### src/verilog/bdm_pkg.sv
// Purpose: Constants for the banked data memory and register file
// Assumes: 8-bit data, 7-bit file address plus one bank bit
// Notes: Offsets are 8-bit full data addresses
`default_nettype none
package bdm_pkg;
	localparam logic [7:0] ADDR_INDIRECT_PORT = 8'h00;
	localparam logic [7:0] ADDR_TIMER0_COUNT = 8'h01;
	localparam logic [7:0] ADDR_PC_LOW_BYTE = 8'h02;
	localparam logic [7:0] ADDR_CORE_STATUS = 8'h03;
	localparam logic [7:0] ADDR_INDIRECT_POINTER = 8'h04;
	localparam logic [7:0] ADDR_PORT_A_DATA = 8'h05;
	localparam logic [7:0] ADDR_PORT_B_DATA = 8'h06;
	localparam logic [7:0] ADDR_CCP_PIN_DATA = 8'h07;
	localparam logic [7:0] ADDR_PC_HIGH_LATCH = 8'h0A;
	localparam logic [7:0] ADDR_INTERRUPT_CONTROL = 8'h0B;
	localparam logic [7:0] ADDR_PERIPH_IRQ_FLAGS = 8'h0C;
	localparam logic [7:0] ADDR_TIMER1_LOW = 8'h0E;
	localparam logic [7:0] ADDR_TIMER1_HIGH = 8'h0F;
	localparam logic [7:0] ADDR_TIMER1_CONTROL = 8'h10;
	localparam logic [7:0] ADDR_TIMER2_COUNT = 8'h11;
	localparam logic [7:0] ADDR_TIMER2_CONTROL = 8'h12;
	localparam logic [7:0] ADDR_CAPCMP_LOW = 8'h15;
	localparam logic [7:0] ADDR_CAPCMP_HIGH = 8'h16;
	localparam logic [7:0] ADDR_CAPCMP_CONTROL = 8'h17;
	localparam logic [7:0] ADDR_CONVERTER_RESULT = 8'h1E;
	localparam logic [7:0] ADDR_CONVERTER_CONTROL_A = 8'h1F;
	localparam logic [7:0] ADDR_CORE_OPTIONS = 8'h81;
	localparam logic [7:0] ADDR_PORT_A_DIRECTION = 8'h85;
	localparam logic [7:0] ADDR_PORT_B_DIRECTION = 8'h86;
	localparam logic [7:0] ADDR_CCP_PIN_DIRECTION = 8'h87;
	localparam logic [7:0] ADDR_PERIPH_IRQ_ENABLES = 8'h8C;
	localparam logic [7:0] ADDR_POWER_RESET_FLAGS = 8'h8E;
	localparam logic [7:0] ADDR_TIMER2_PERIOD = 8'h92;
	localparam logic [7:0] ADDR_CONVERTER_CONTROL_B = 8'h9F;
	// General-purpose storage windows
	localparam logic [7:0] GPR0_BASE = 8'h20;
	localparam logic [7:0] GPR0_LAST = 8'h7F;
	localparam logic [7:0] GPR1_BASE = 8'hA0;
	localparam logic [7:0] GPR1_LAST = 8'hBF;
	localparam int GPR0_BYTES = 96;
	localparam int GPR1_BYTES = 32;
	// Status field positions
	localparam int STAT_IND_BANK = 7;
	localparam int STAT_BANK_HIGH = 6;
	localparam int STAT_BANK_LOW = 5;
	localparam int STAT_TIMEOUT = 4;
	localparam int STAT_POWERDOWN = 3;
	// Implemented bit masks
	localparam logic [7:0] MASK_PORT_A_DIR = 8'h3F;
	localparam logic [7:0] MASK_CCP_DIR = 8'h05;
	localparam logic [7:0] MASK_PC_HIGH = 8'h1F;
	localparam logic [7:0] MASK_PIE = 8'h47;
	localparam logic [7:0] MASK_PIR = 8'h47;
	localparam logic [7:0] MASK_POWER_RESET_FLAGS = 8'h03;
	localparam logic [7:0] MASK_CONV_B = 8'h07;
	// Reset values
	localparam logic [7:0] RST_ZERO = 8'h00;
	localparam logic [7:0] RST_ALL_ONES = 8'hFF;
	localparam logic [7:0] RST_STATUS_POR = 8'h18;
	localparam logic [7:0] RST_PORT_A_DIR = 8'h3F;
	localparam logic [7:0] RST_CCP_DIR = 8'h05;
	localparam logic [7:0] RST_POWER_RESET_FLAGS_POR = 8'h00;
	localparam logic [7:0] RST_POWER_RESET_FLAGS_BOR = 8'h02;
	typedef enum logic [1:0]
	{
		BDM_RST_NONE = 2'b00,
		BDM_RST_POWER = 2'b01,
		BDM_RST_BROWN = 2'b10,
		BDM_RST_OTHER = 2'b11
	} bdm_rst_kind_t;
endpackage
`default_nettype wire

### src/verilog/bdm_register_file.sv
// Purpose: Banked data memory and special-function register file
// Assumes: Core presents one access per cycle; read data registered on clock edge, writes on clock edge
// Notes: Peripheral engines live outside; their registers are held here
`default_nettype none
module bdm_register_file
	import bdm_pkg::*;
(
	input wire logic CLOCK_IN,
	input wire logic RST_IN,
	input wire logic POWER_ON_RST_IN,
	input wire logic BROWN_OUT_RST_IN,
	input wire logic [6:0] FILE_ADDR_IN,
	input wire logic READ_IN,
	input wire logic WRITE_IN,
	input wire logic [7:0] WDATA_IN,
	input wire logic PC_LOAD_IN,
	input wire logic [7:0] PC_LOW_NEXT_IN,
	input wire logic STATUS_FLAGS_WE_IN,
	input wire logic [2:0] STATUS_FLAGS_IN,
	input wire logic TIMEOUT_SET_IN,
	input wire logic POWERDOWN_SET_IN,
	input wire logic [7:0] PORT_A_PINS_IN,
	input wire logic [7:0] PORT_B_PINS_IN,
	output logic [7:0] RDATA_OUT,
	output logic [12:0] PC_OUT,
	output logic [7:0] STATUS_OUT,
	output logic [7:0] OPTIONS_OUT,
	output logic [7:0] INTERRUPT_CONTROL_OUT,
	output logic [7:0] PORT_A_DIRECTION_OUT,
	output logic [7:0] PORT_B_DIRECTION_OUT,
	output logic [7:0] CCP_PIN_DIRECTION_OUT,
	output logic [7:0] PERIPH_IRQ_ENABLES_OUT,
	output logic [7:0] CONVERTER_CONTROL_B_OUT
);
	localparam int NREG = 17;

	logic [7:0] status_r;
	logic [7:0] pointer_r;
	logic [7:0] pc_low_r;
	logic [4:0] pc_high_r;
	logic [4:0] pc_latch_r;
	logic [7:0] interrupt_control_r;
	logic [7:0] options_r;
	logic [7:0] dir_a_r;
	logic [7:0] dir_b_r;
	logic [7:0] dir_ccp_r;
	logic [7:0] pie_r;
	logic [7:0] power_reset_flags_r;
	logic [7:0] period_r;
	logic [7:0] conv_b_r;
	logic [7:0] plain_r [NREG];
	logic [7:0] pa_s1_r;
	logic [7:0] pa_s2_r;
	logic [7:0] pb_s1_r;
	logic [7:0] pb_s2_r;
	bdm_rst_kind_t rst_kind;
	logic [7:0] file_addr;
	logic [7:0] eff_addr;
	logic [7:0] map_addr;
	logic is_indirect;
	logic bank_ok;
	logic wr;
	logic ram_we;
	logic [6:0] ram_idx;
	logic [7:0] ram_rdata;
	logic in_gpr0;
	logic in_gpr1;
	logic [7:0] rdata_c;

	// Plain peripheral register offsets, bank 0 plus two bank 1 entries
	localparam logic [7:0] PLAIN_ADDR [NREG] = '{
		ADDR_TIMER0_COUNT, ADDR_PORT_A_DATA, ADDR_PORT_B_DATA, ADDR_CCP_PIN_DATA,
		ADDR_PERIPH_IRQ_FLAGS, ADDR_TIMER1_LOW, ADDR_TIMER1_HIGH, ADDR_TIMER1_CONTROL,
		ADDR_TIMER2_COUNT, ADDR_TIMER2_CONTROL, ADDR_CAPCMP_LOW, ADDR_CAPCMP_HIGH,
		ADDR_CAPCMP_CONTROL, ADDR_CONVERTER_RESULT, ADDR_CONVERTER_CONTROL_A,
		ADDR_TIMER2_PERIOD, ADDR_CONVERTER_CONTROL_B
	};

	// Reset kind, power-on highest priority
	always_comb
	begin
		if (POWER_ON_RST_IN)
			rst_kind = BDM_RST_POWER;
		else if (BROWN_OUT_RST_IN)
			rst_kind = BDM_RST_BROWN;
		else if (RST_IN)
			rst_kind = BDM_RST_OTHER;
		else
			rst_kind = BDM_RST_NONE;
	end

	// Address formation
	assign file_addr = {status_r[STAT_BANK_LOW], FILE_ADDR_IN};
	assign is_indirect = (FILE_ADDR_IN == ADDR_INDIRECT_PORT[6:0]);
	assign eff_addr = is_indirect ? pointer_r : file_addr;
	// Bank bits 10/11 address nothing; indirect bank bit is not implemented
	assign bank_ok = is_indirect ? 1'b1 : !status_r[STAT_BANK_HIGH];
	// Mirrored registers fold onto bank 0 addresses
	always_comb
	begin
		map_addr = eff_addr;
		case (eff_addr[6:0])
			ADDR_INDIRECT_PORT[6:0], ADDR_PC_LOW_BYTE[6:0], ADDR_CORE_STATUS[6:0],
			ADDR_INDIRECT_POINTER[6:0], ADDR_PC_HIGH_LATCH[6:0], ADDR_INTERRUPT_CONTROL[6:0]:
				map_addr = {1'b0, eff_addr[6:0]};
			default:
				map_addr = eff_addr;
		endcase
	end
	// No stores while any reset is active
	assign wr = WRITE_IN && (rst_kind == BDM_RST_NONE) && bank_ok
		&& !(is_indirect && pointer_r[6:0] == ADDR_INDIRECT_PORT[6:0]);

	// General-purpose storage windows
	assign in_gpr0 = (map_addr >= GPR0_BASE) && (map_addr <= GPR0_LAST);
	assign in_gpr1 = (map_addr >= GPR1_BASE) && (map_addr <= GPR1_LAST);
	assign ram_idx = in_gpr1 ? 7'(GPR0_BYTES + int'(map_addr - GPR1_BASE)) : 7'(map_addr - GPR0_BASE);
	assign ram_we = wr && (in_gpr0 || in_gpr1);

	bdm_gpr_ram #(
		.DEPTH(GPR0_BYTES + GPR1_BYTES),
		.AW(7)
	) u_ram (
		.clk_in(CLOCK_IN),
		.we_in(ram_we),
		.idx_in(ram_idx),
		.wdata_in(WDATA_IN),
		.rdata_out(ram_rdata)
	);

	// Storage must fit the seven-bit index
	if (GPR0_BYTES + GPR1_BYTES > 128)
	begin : g_size_check
		$error("bdm_register_file storage exceeds index range");
	end

	// Pin synchronisers
	always_ff @(posedge CLOCK_IN)
	begin
		pa_s1_r <= PORT_A_PINS_IN;
		pa_s2_r <= pa_s1_r;
		pb_s1_r <= PORT_B_PINS_IN;
		pb_s2_r <= pb_s1_r;
	end

	// Core status
	always_ff @(posedge CLOCK_IN)
	begin
		if (rst_kind == BDM_RST_POWER || rst_kind == BDM_RST_BROWN)
			status_r <= RST_STATUS_POR;
		else if (rst_kind == BDM_RST_OTHER)
			status_r <= {3'b000, status_r[4:3], status_r[2:0]};
		else
		begin
			if (wr && map_addr == ADDR_CORE_STATUS)
				status_r <= {WDATA_IN[7:5], status_r[4:3], WDATA_IN[2:0]};
			// Flag pulse beats a bus write of the same bits
			if (STATUS_FLAGS_WE_IN)
				status_r[2:0] <= STATUS_FLAGS_IN;
			if (TIMEOUT_SET_IN)
				status_r[STAT_TIMEOUT] <= 1'b0;
			if (POWERDOWN_SET_IN)
				status_r[STAT_POWERDOWN] <= 1'b0;
		end
	end

	// Indirect pointer, unchanged by non-power resets
	always_ff @(posedge CLOCK_IN)
	begin
		if (rst_kind == BDM_RST_POWER || rst_kind == BDM_RST_BROWN)
			pointer_r <= RST_ZERO;
		else if (rst_kind == BDM_RST_NONE && wr && map_addr == ADDR_INDIRECT_POINTER)
			pointer_r <= WDATA_IN;
	end

	// Program counter and high latch
	always_ff @(posedge CLOCK_IN)
	begin
		if (rst_kind != BDM_RST_NONE)
		begin
			pc_low_r <= RST_ZERO;
			pc_high_r <= 5'h00;
			pc_latch_r <= 5'h00;
		end
		else
		begin
			if (wr && map_addr == ADDR_PC_HIGH_LATCH)
				pc_latch_r <= WDATA_IN[4:0];
			// Bus write of pc low beats a core load
			if (wr && map_addr == ADDR_PC_LOW_BYTE)
			begin
				pc_low_r <= WDATA_IN;
				pc_high_r <= pc_latch_r;
			end
			else if (PC_LOAD_IN)
			begin
				pc_low_r <= PC_LOW_NEXT_IN;
				pc_high_r <= pc_latch_r;
			end
		end
	end

	// Interrupt control; bit 0 unchanged on non-power resets
	always_ff @(posedge CLOCK_IN)
	begin
		if (rst_kind == BDM_RST_POWER || rst_kind == BDM_RST_BROWN)
			interrupt_control_r <= RST_ZERO;
		else if (rst_kind == BDM_RST_OTHER)
			interrupt_control_r <= {7'h00, interrupt_control_r[0]};
		else if (wr && map_addr == ADDR_INTERRUPT_CONTROL)
			interrupt_control_r <= WDATA_IN;
	end

	// Bank 1 configuration registers
	always_ff @(posedge CLOCK_IN)
	begin
		if (rst_kind != BDM_RST_NONE)
		begin
			options_r <= RST_ALL_ONES;
			dir_a_r <= RST_PORT_A_DIR;
			dir_b_r <= RST_ALL_ONES;
			dir_ccp_r <= RST_CCP_DIR;
			pie_r <= RST_ZERO;
			period_r <= RST_ALL_ONES;
			conv_b_r <= RST_ZERO;
		end
		else if (wr)
		begin
			case (map_addr)
				ADDR_CORE_OPTIONS: options_r <= WDATA_IN;
				ADDR_PORT_A_DIRECTION: dir_a_r <= WDATA_IN & MASK_PORT_A_DIR;
				ADDR_PORT_B_DIRECTION: dir_b_r <= WDATA_IN;
				ADDR_CCP_PIN_DIRECTION: dir_ccp_r <= WDATA_IN & MASK_CCP_DIR;
				ADDR_PERIPH_IRQ_ENABLES: pie_r <= WDATA_IN & MASK_PIE;
				ADDR_TIMER2_PERIOD: period_r <= WDATA_IN;
				ADDR_CONVERTER_CONTROL_B: conv_b_r <= WDATA_IN & MASK_CONV_B;
				default: ;
			endcase
		end
	end

	// Reset cause flags
	always_ff @(posedge CLOCK_IN)
	begin
		if (rst_kind == BDM_RST_POWER)
			power_reset_flags_r <= RST_POWER_RESET_FLAGS_POR;
		else if (rst_kind == BDM_RST_BROWN)
			power_reset_flags_r <= RST_POWER_RESET_FLAGS_BOR;
		else if (rst_kind == BDM_RST_NONE && wr && map_addr == ADDR_POWER_RESET_FLAGS)
			power_reset_flags_r <= WDATA_IN & MASK_POWER_RESET_FLAGS;
	end

	// Bank 0 peripheral holding registers
	genvar g;
	generate
		for (g = 0; g < NREG; g++)
		begin : g_plain
			if (PLAIN_ADDR[g] < 8'h80 && PLAIN_ADDR[g] != ADDR_TIMER2_PERIOD)
			begin : g_impl
				always_ff @(posedge CLOCK_IN)
				begin
					if (rst_kind == BDM_RST_POWER || rst_kind == BDM_RST_BROWN)
						plain_r[g] <= RST_ZERO;
					else if (rst_kind == BDM_RST_NONE && wr && map_addr == PLAIN_ADDR[g])
						plain_r[g] <= (PLAIN_ADDR[g] == ADDR_PERIPH_IRQ_FLAGS) ? (WDATA_IN & MASK_PIR) : WDATA_IN;
				end
			end
			else
			begin : g_none
				assign plain_r[g] = RST_ZERO;
			end
		end
	endgenerate

	// Read mux
	always_comb
	begin
		rdata_c = 8'h00;
		if (bank_ok)
		begin
			case (map_addr)
				ADDR_INDIRECT_PORT: rdata_c = 8'h00;
				ADDR_PC_LOW_BYTE: rdata_c = pc_low_r;
				ADDR_CORE_STATUS: rdata_c = status_r;
				ADDR_INDIRECT_POINTER: rdata_c = pointer_r;
				ADDR_PC_HIGH_LATCH: rdata_c = {3'b000, pc_latch_r};
				ADDR_INTERRUPT_CONTROL: rdata_c = interrupt_control_r;
				ADDR_PORT_A_DATA: rdata_c = (pa_s2_r & dir_a_r) | (plain_r[1] & ~dir_a_r & MASK_PORT_A_DIR);
				ADDR_PORT_B_DATA: rdata_c = (pb_s2_r & dir_b_r) | (plain_r[2] & ~dir_b_r);
				ADDR_CORE_OPTIONS: rdata_c = options_r;
				ADDR_PORT_A_DIRECTION: rdata_c = dir_a_r;
				ADDR_PORT_B_DIRECTION: rdata_c = dir_b_r;
				ADDR_CCP_PIN_DIRECTION: rdata_c = dir_ccp_r;
				ADDR_PERIPH_IRQ_ENABLES: rdata_c = pie_r;
				ADDR_POWER_RESET_FLAGS: rdata_c = power_reset_flags_r;
				ADDR_TIMER2_PERIOD: rdata_c = period_r;
				ADDR_CONVERTER_CONTROL_B: rdata_c = conv_b_r;
				default:
				begin
					if (in_gpr0 || in_gpr1)
						rdata_c = ram_rdata;
					else
					begin
						for (int i = 0; i < NREG; i++)
							if (map_addr == PLAIN_ADDR[i] && PLAIN_ADDR[i] < 8'h80)
								rdata_c = plain_r[i];
					end
				end
			endcase
		end
	end

	// Read data register
	always_ff @(posedge CLOCK_IN)
	begin
		if (rst_kind != BDM_RST_NONE)
			RDATA_OUT <= RST_ZERO;
		else if (READ_IN)
			RDATA_OUT <= rdata_c;
	end

	assign PC_OUT = {pc_high_r, pc_low_r};
	assign STATUS_OUT = status_r;
	assign OPTIONS_OUT = options_r;
	assign INTERRUPT_CONTROL_OUT = interrupt_control_r;
	assign PORT_A_DIRECTION_OUT = dir_a_r;
	assign PORT_B_DIRECTION_OUT = dir_b_r;
	assign CCP_PIN_DIRECTION_OUT = dir_ccp_r;
	assign PERIPH_IRQ_ENABLES_OUT = pie_r;
	assign CONVERTER_CONTROL_B_OUT = conv_b_r;
endmodule
`default_nettype wire

### src/verilog/bdm_gpr_ram.sv
// Purpose: General-purpose static storage, flip-flop array
// Assumes: Write and read share one index, read is combinational
// Notes: Contents are not cleared by reset
`default_nettype none
module bdm_gpr_ram #(
	parameter int DEPTH = 128,
	parameter int AW = 7
)(
	input wire logic clk_in,
	input wire logic we_in,
	input wire logic [AW-1:0] idx_in,
	input wire logic [7:0] wdata_in,
	output logic [7:0] rdata_out
);
	logic [7:0] mem_r [DEPTH];
	if (DEPTH < 1 || DEPTH > (1 << AW))
	begin : g_depth_check
		$error("bdm_gpr_ram depth exceeds index range");
	end
	always_ff @(posedge clk_in)
	begin
		if (we_in && (int'(idx_in) < DEPTH))
			mem_r[idx_in] <= wdata_in;
	end
	assign rdata_out = (int'(idx_in) < DEPTH) ? mem_r[idx_in] : 8'h00;
endmodule
`default_nettype wire

### config.mk
export PLATFORM = sky130hd
export DESIGN_NAME = bdm_register_file
export DESIGN_NICKNAME = d
export VERILOG_FILES = /design/src/verilog/bdm_pkg.sv /design/src/verilog/bdm_register_file.sv /design/src/verilog/bdm_gpr_ram.sv
export SDC_FILE = /design/constraint.sdc
export NUM_CORES = 2
export LEC_CHECK = 0
export BUFFER_PORTS_ARGS = -buffer_cell sky130_fd_sc_hd__buf_2
export CELL_PAD_IN_SITES_DETAIL_PLACEMENT = 0
export CELL_PAD_IN_SITES_GLOBAL_PLACEMENT = 1
export CORE_MARGIN = 2
export CORE_UTILIZATION = 35
export CTS_CLUSTER_SIZE = 14
export DETAILED_ROUTE_END_ITERATION = 6
export GPL_TIMING_DRIVEN = 0
export HOLD_SLACK_MARGIN = 0.08
export MAX_ROUTING_LAYER = met4
export PLACE_DENSITY = 0.67
export SLEW_MARGIN = 30
export SYNTH_ARGS = -nofsm -noshare
export SYNTH_HDL_FRONTEND = slang
export SYNTH_SLANG_ARGS = --single-unit
### constraint.sdc
create_clock -name CLOCK_IN -period 3.7 [get_ports CLOCK_IN]
set_clock_uncertainty 0.05 [all_clocks]
set_input_delay 0.74 -clock CLOCK_IN [delete_from_list [all_inputs] [get_ports CLOCK_IN]]
set_output_delay 0.74 -clock CLOCK_IN [all_outputs]
set_load 0.02 [all_outputs]
; ---- After elaboration in Yosys (flattened, before gate mapping)
; Memory sizes are Yosys's and may differ from the RTL's.
; Cells that the tools add are included.
[totals]
latch_bits = 0
out_inout_bits = 85
wordCells = 183
input_bits = 52
mem_count = 1
romBits = 0
register_bits = 237
mem_bits_rw = 1024
[memory_table]
columns = name, depth, word_bits, read_ports, rd_clocked_by_memory_dff, write_ports, line
row1 = u_ram.mem_r, 128, 8, 1, 0, 1, bdm_gpr_ram.sv:15  ; logic [7:0] mem_r [DEPTH];
[classes]
reduce_logical = 56
n_bitwise = 9
mux = 35
n_lt_le_gt_ge = 4
n_div = 0
n_eq_ne = 36
n_shift = 0
n_addsub = 3
n_mul = 0
[ops]
columns = cell, n
row1 = $mux W8, 19
row2 = $pmux W8 S16, 1
row3 = $eq A8 B5 Y1 const B, 8
row4 = $eq A8 B8 Y1 const B, 8
row5 = $eq A8 B4 Y1 const B, 5
row6 = $eq A8 B3 Y1 const B, 4
row7 = $logic_and A1 B1 Y1, 29
row8 = $reduce_and A2 Y1, 11
row9 = $logic_not A7 Y1, 3
row10 = $and A8 B8 Y8, 2
row11 = $eq A8 B2 Y1 const B, 2
row12 = $eq A7 B2 Y1 const B, 2
row13 = $eq A7 B4 Y1 const B, 2
row14 = $sub A7 B6 Y7 const B, 2
row15 = $mux W2, 5
row16 = $mux W5, 2
row17 = $and A8 B6 Y8, 1
row18 = $eq A8 B1 Y1 const B, 1
row19 = $ge A8 B6 Y1 const B, 1
row20 = $ge A8 B8 Y1 const B, 1
row21 = $le A8 B7 Y1 const B, 1
row22 = $le A8 B8 Y1 const B, 1
row23 = $logic_not A8 Y1, 1
row24 = $not A8 Y8, 1
row25 = other kinds (18), 30

; ---- Longest topological paths before layout
[logic_depth]
word_depth = 22
ltp_mapped = 15
mapped_depth_nobuf = 10

; ---- Hierarchy
; From an unflattened synthesis, not the netlist that was laid out.
[unflattened]
cells_unflattened = 3742
hier_area_um2 = 51049.0
[by_module_without_submodules]
columns = mod, cells_each, area_per_inst_um2, seq_area_each_um2, instances
row1 = bdm_gpr_ram, 2463, 40246.1, 30749.5, 1
row2 = bdm_register_file, 1279, 10802.9, 4664.5, 1

; ---- Worst setup path after synthesis
; No wires, ideal clock.
[synth_timing]
path_kind = in2reg
start = input port FILE_ADDR_IN[4]
end = memory u_ram.mem_r[76][0] (enable)
stages = 11
setup_time_ps = 370
path_slack_ps = -209
required_ps = 3280
arrival_time_ps = 3489
path_buffers = 3
path_cell_list = buf_4 -> or4_4 -> buf_6 -> nor2_1 -> a21oi_1 -> inv_2 -> ha_1 -> nor3b_1 -> clkbuf_1 -> nand2_1 -> nor2_1
[synth_between]
elab_chain_len = 11
elab_cells_between_ends = 29
classes_between = add/sub (3) / order compare (4) / eq/ne (5) / mux (6) / reduce/logical (11)
[synth_lines]
columns = element, line
row1 = "start, declared", bdm_register_file.sv:12  ; input wire logic [6:0] FILE_ADDR_IN,
row2 = $logic_not A7 Y1, bdm_register_file.sv:94  ; assign is_indirect = (FILE_ADDR_IN == ADDR_INDIRECT_PORT[6:0]);
row3 = $mux W8, bdm_register_file.sv:95  ; assign eff_addr = is_indirect ? pointer_r : file_addr;
row4 = "$eq A7 B2 Y1, or another cell as far along", bdm_register_file.sv:102  ; case (eff_addr[6:0])
row5 = $reduce_or A6 Y1, bdm_register_file.sv:102
row6 = $mux W8, bdm_register_file.sv:102
row7 = "$ge A8 B6 Y1, or another cell as far along", bdm_register_file.sv:115  ; assign in_gpr0 = (map_addr >= GPR0_BASE) && (map_addr <= GPR0_LAST);
row8 = "$logic_and A1 B1 Y1, on equally long branches", "bdm_register_file.sv:115, bdm_register_file.sv:116"
row9 = $logic_or A1 B1 Y1, bdm_register_file.sv:118  ; assign ram_we = wr && (in_gpr0 || in_gpr1);
row10 = $logic_and A1 B1 Y1, bdm_register_file.sv:118
row11 = $mux W1, bdm_gpr_ram.sv:22  ; if (we_in && (int'(idx_in) < DEPTH))
row12 = $mux W1 (not written as such), bdm_gpr_ram.sv:23  ; mem_r[idx_in] <= wdata_in;
row13 = "end, declared", bdm_gpr_ram.sv:15
; Several ways; a longest one is shown, not always the timed one.

; ---- Worst setup path in the final report
[layout_timing]
start = input port FILE_ADDR_IN[1]
end = register RDATA_OUT[0]
[layout_between]
elab_chain_len = 22
elab_cells_between_ends = 68
classes_between = add/sub (3) / order compare (4) / eq/ne (33) / mux (20) / reduce/logical (7) / memory (1)
[layout_lines]
columns = element, line
row1 = "parallel branches: the longest is 21 deep, another holds $mem_v2 Z128 W8", --
row2 = $mux W8 (*), bdm_register_file.sv:279  ; if (bank_ok)
row3 = "end signal, assigned", bdm_register_file.sv:319  ; RDATA_OUT <= rdata_c;
row4 = "end, declared", bdm_register_file.sv:24  ; output logic [7:0] RDATA_OUT,
; Mark *: on every way between the ends.
; A chain may end at the register's enable or synchronous reset.

==> results.txt <==
Hold Slack = 0.183 ns
Worst min path class = input port to flop
Router iterations before antenna repair = 7
Core area = 138000 um^2
Register bit total from synthesis = 1257
PwrDens = 517 nW/um^2
Hpwl dp = 150000 um
Total congestion overflow = 0
Distinct cells, synth = 88
Vias = 39000
Post-Syn Instances = 3649
Synth Area in Adders = 0.128%
Mux cell area share after synthesis = 1.35%
DR WL/cell = 37.9 um
Static Leakage = 0.0197 uW
Final setup viols = 390
Synth Area in Simple Gates = 8.33%
Vias per std cell = 6.47
Regs by FF count = u_ram.mem_r (1024), plain_r (114)
Fmax = 0.245 GHz
CTS tree = built
RSZ-0062 raised after global routing = yes
Post-synthesis async set-or-reset flop share = 0%
Layout cells sized above 1 = 23.2%
Worst Hold Depth = 3
Avg Cell Area, Syn = 13.4 um^2
Slew headroom = 29.4%
Final #Nets = 4154
Layout fillers = 12300
CP endpoint kind = flop
Initial Utilization = 35.4%
Die height = 377 um
Yosys warnings = 0
Fin crit share = 110%
Top FF cell, synth = edfxtp_1
Clock Tree Root = clkbuf_16
CP Class = input port to flop
First-pass GRT wire length = 300000 um
Die ar. = 142000 um^2
Commonest non-fill, non-tap cell in the layout = edfxtp_1
Critical path fanouts, max = 11
Max-Cap Viols = 0
Failing checks = DRC, setup timing
Clk_lat worst skew = 0.82 ns
Largest net degree at the start of global routing = 91
CTS H-tree depth = 4
Layout area overhead = 26.5%
Largest Register = u_ram.mem_r
Number of flip-flops under the largest register name = 1024
PortBufs = 110
Most frequent cells in the layout = edfxtp_1, o22ai_1, nand2_1, dfxtp_1, o21ai_0
Sequential-to-total area share from yosys stat = 72.7%
Ports = 137
DR iter-0 viols = 7124
Final hold violation count = 0
Die Width = 377 um
Clock sink count = 1257
Worst slew pin tran = 1.05 ns
Slew Limit Fails = 0
Routed Antenna Nets = 0
Peak supply drop = 491 uV
Fin crit period = 4.09 ns
Final worst slack = -0.388 ns
Rows = 136
Worst Reg2Reg Path Length in Cells = 11
Compound-Gate Fraction of Synth Area = 14.8%
Synth Area in XOR/XNOR = 0%
Status = finished with violations
Initial antenna violation count = 23
Total CTS buffers = 137
Total track usage = 32.0%
Arr. time, crit path = 4.69 ns
Fin util = 44.7%
Mapped Area = 48700 um^2
Final WL = 228000 um
CP Data Required Time = 4.30 ns
Post-synth EDFFs = 1024
RePlAce Congestion = 1.01
Clock Path Buffers = 3
Critical Path Source Type = input port
DR DRC count = 5
Clock transition at the registers of the reported paths = 0.06 ns
TNS Setup = -21.12 ns
Vias in the first global route = 34700
Largest family of logic cells by synthesized area = compound AO/OA/AOI/OAI gates
==> metal layers <==
metal / wire [um] / GRT usage, % / vias up
li1: - / - / 15300
met1: 85000 / 41.4 / 19600
met2: 97200 / 45.3 / 3415
met3: 32500 / 10.1 / 666
met4: 13500 / 15.8 / 0
met5: 0 / - / -
==> stage by stage <==
step / total power (uW) / instances / setup WS (ns) / instance area [um^2]
floorplan: 16500 / 3665 / -0.0776 / 49600
global placement: 17700 / 5569 / -4.24 / 52400
detailed placement: 17800 / 5589 / -2.98 / 53000
CTS: 31600 / 5925 / -0.304 / 60000
global route: 32300 / 6010 / -0.278 / 61600
finish: 31900 / 6022 / -0.388 / 61700
==> synth_stat cells, types with 10 or more instances <==
master | count | area share (%)
edfxtp_1 | 1024 | 63
o22ai_1 | 447 | 5.7
nand2_1 | 354 | 2.7
o21ai_0 | 257 | 2.6
nor2_1 | 236 | 1.8
dfxtp_1 | 233 | 9.6
a21oi_1 | 149 | 1.5
clkbuf_1 | 143 | 1.1
nand3_1 | 131 | 1.3
buf_2 | 77 | 0.79
mux2i_1 | 61 | 1.3
nand4_1 | 44 | 0.56
o221ai_1 | 33 | 0.59
nor3_1 | 32 | 0.33
buf_1 | 31 | 0.24
a22oi_1 | 30 | 0.46
o22a_1 | 23 | 0.41
a221oi_1 | 22 | 0.40
buf_4 | 20 | 0.31
a21boi_0 | 19 | 0.29
a211oi_1 | 17 | 0.26
a31oi_1 | 13 | 0.17
a41oi_1 | 11 | 0.20
inv_1 | 11 | 0.085
o211ai_1 | 11 | 0.17
a22o_1 | 10 | 0.18
and2_1 | 10 | 0.13
nor2b_1 | 10 | 0.13
==> final cells by class <==
type	count	area (um^2)	area share, %
Antenna cell	23	57.6	0.0933
Buffer	273	2320	3.76
Clock buffer	171	3680	5.96
Clock inverter	76	900	1.46
Inverter	12	45.0	0.0731
Multi-Input combinational cell	2118	13700	22.2
Sequential cell	1257	35400	57.4
Tap cell	1794	2240	3.64
Timing Repair Buffer	298	3280	5.32
==> critical path, stage by stage <==
cell	delay (ns)
buf_2	0.18
nor3_4	0.44
nand3_1	0.19
o22ai_1	0.40
buf_2	0.66
clkbuf_2	0.58
o21ai_0	0.40
nand4_1	0.30
o22ai_1	0.15
o211ai_1	0.49
a21oi_1	0.12
==> power by group <==
group	total (uW)	switching (uW)	leakage, uW	internal (uW)
clock network	14000	6160	0.00222	7870
logic	2520	1920	0.00641	596
registers	15300	29.7	0.0111	15300
total	31900	8110	0.0197	23800
==> timing repair <==
| action | in CTS | in global routing |
|---|---|---|
| setup buffers | 78 | 76 |
| pin swaps | 54 | 73 |
| gates resized for setup | 411 | 138 |
| hold buffers | 14 | 0 |
| hold endpoints to repair | 14 | 0 |
| setup endpoints to repair | 1190 | 1066 |
==> path summary, 6_finish.rpt <==
path,from,endpoint,slack (ns)
setup / recovery,FILE_ADDR_IN[1],RDATA_OUT[0],-0.39
hold / removal,POWERDOWN_SET_IN,STATUS_OUT[3],0.18
setup reg to reg,pointer_r[3],RDATA_OUT[7],-0.32
hold reg to reg,pb_s1_r[2],pb_s2_r[2],0.26
==> cells by family after synthesis <==
group / after synthesis
compound gates: 1135
flops: 1257
fa+ha+maj: 5
mux: 65
buf+inv: 290
simple gates: 896
other cells: 1
Power figures use the tool's default switching activity.
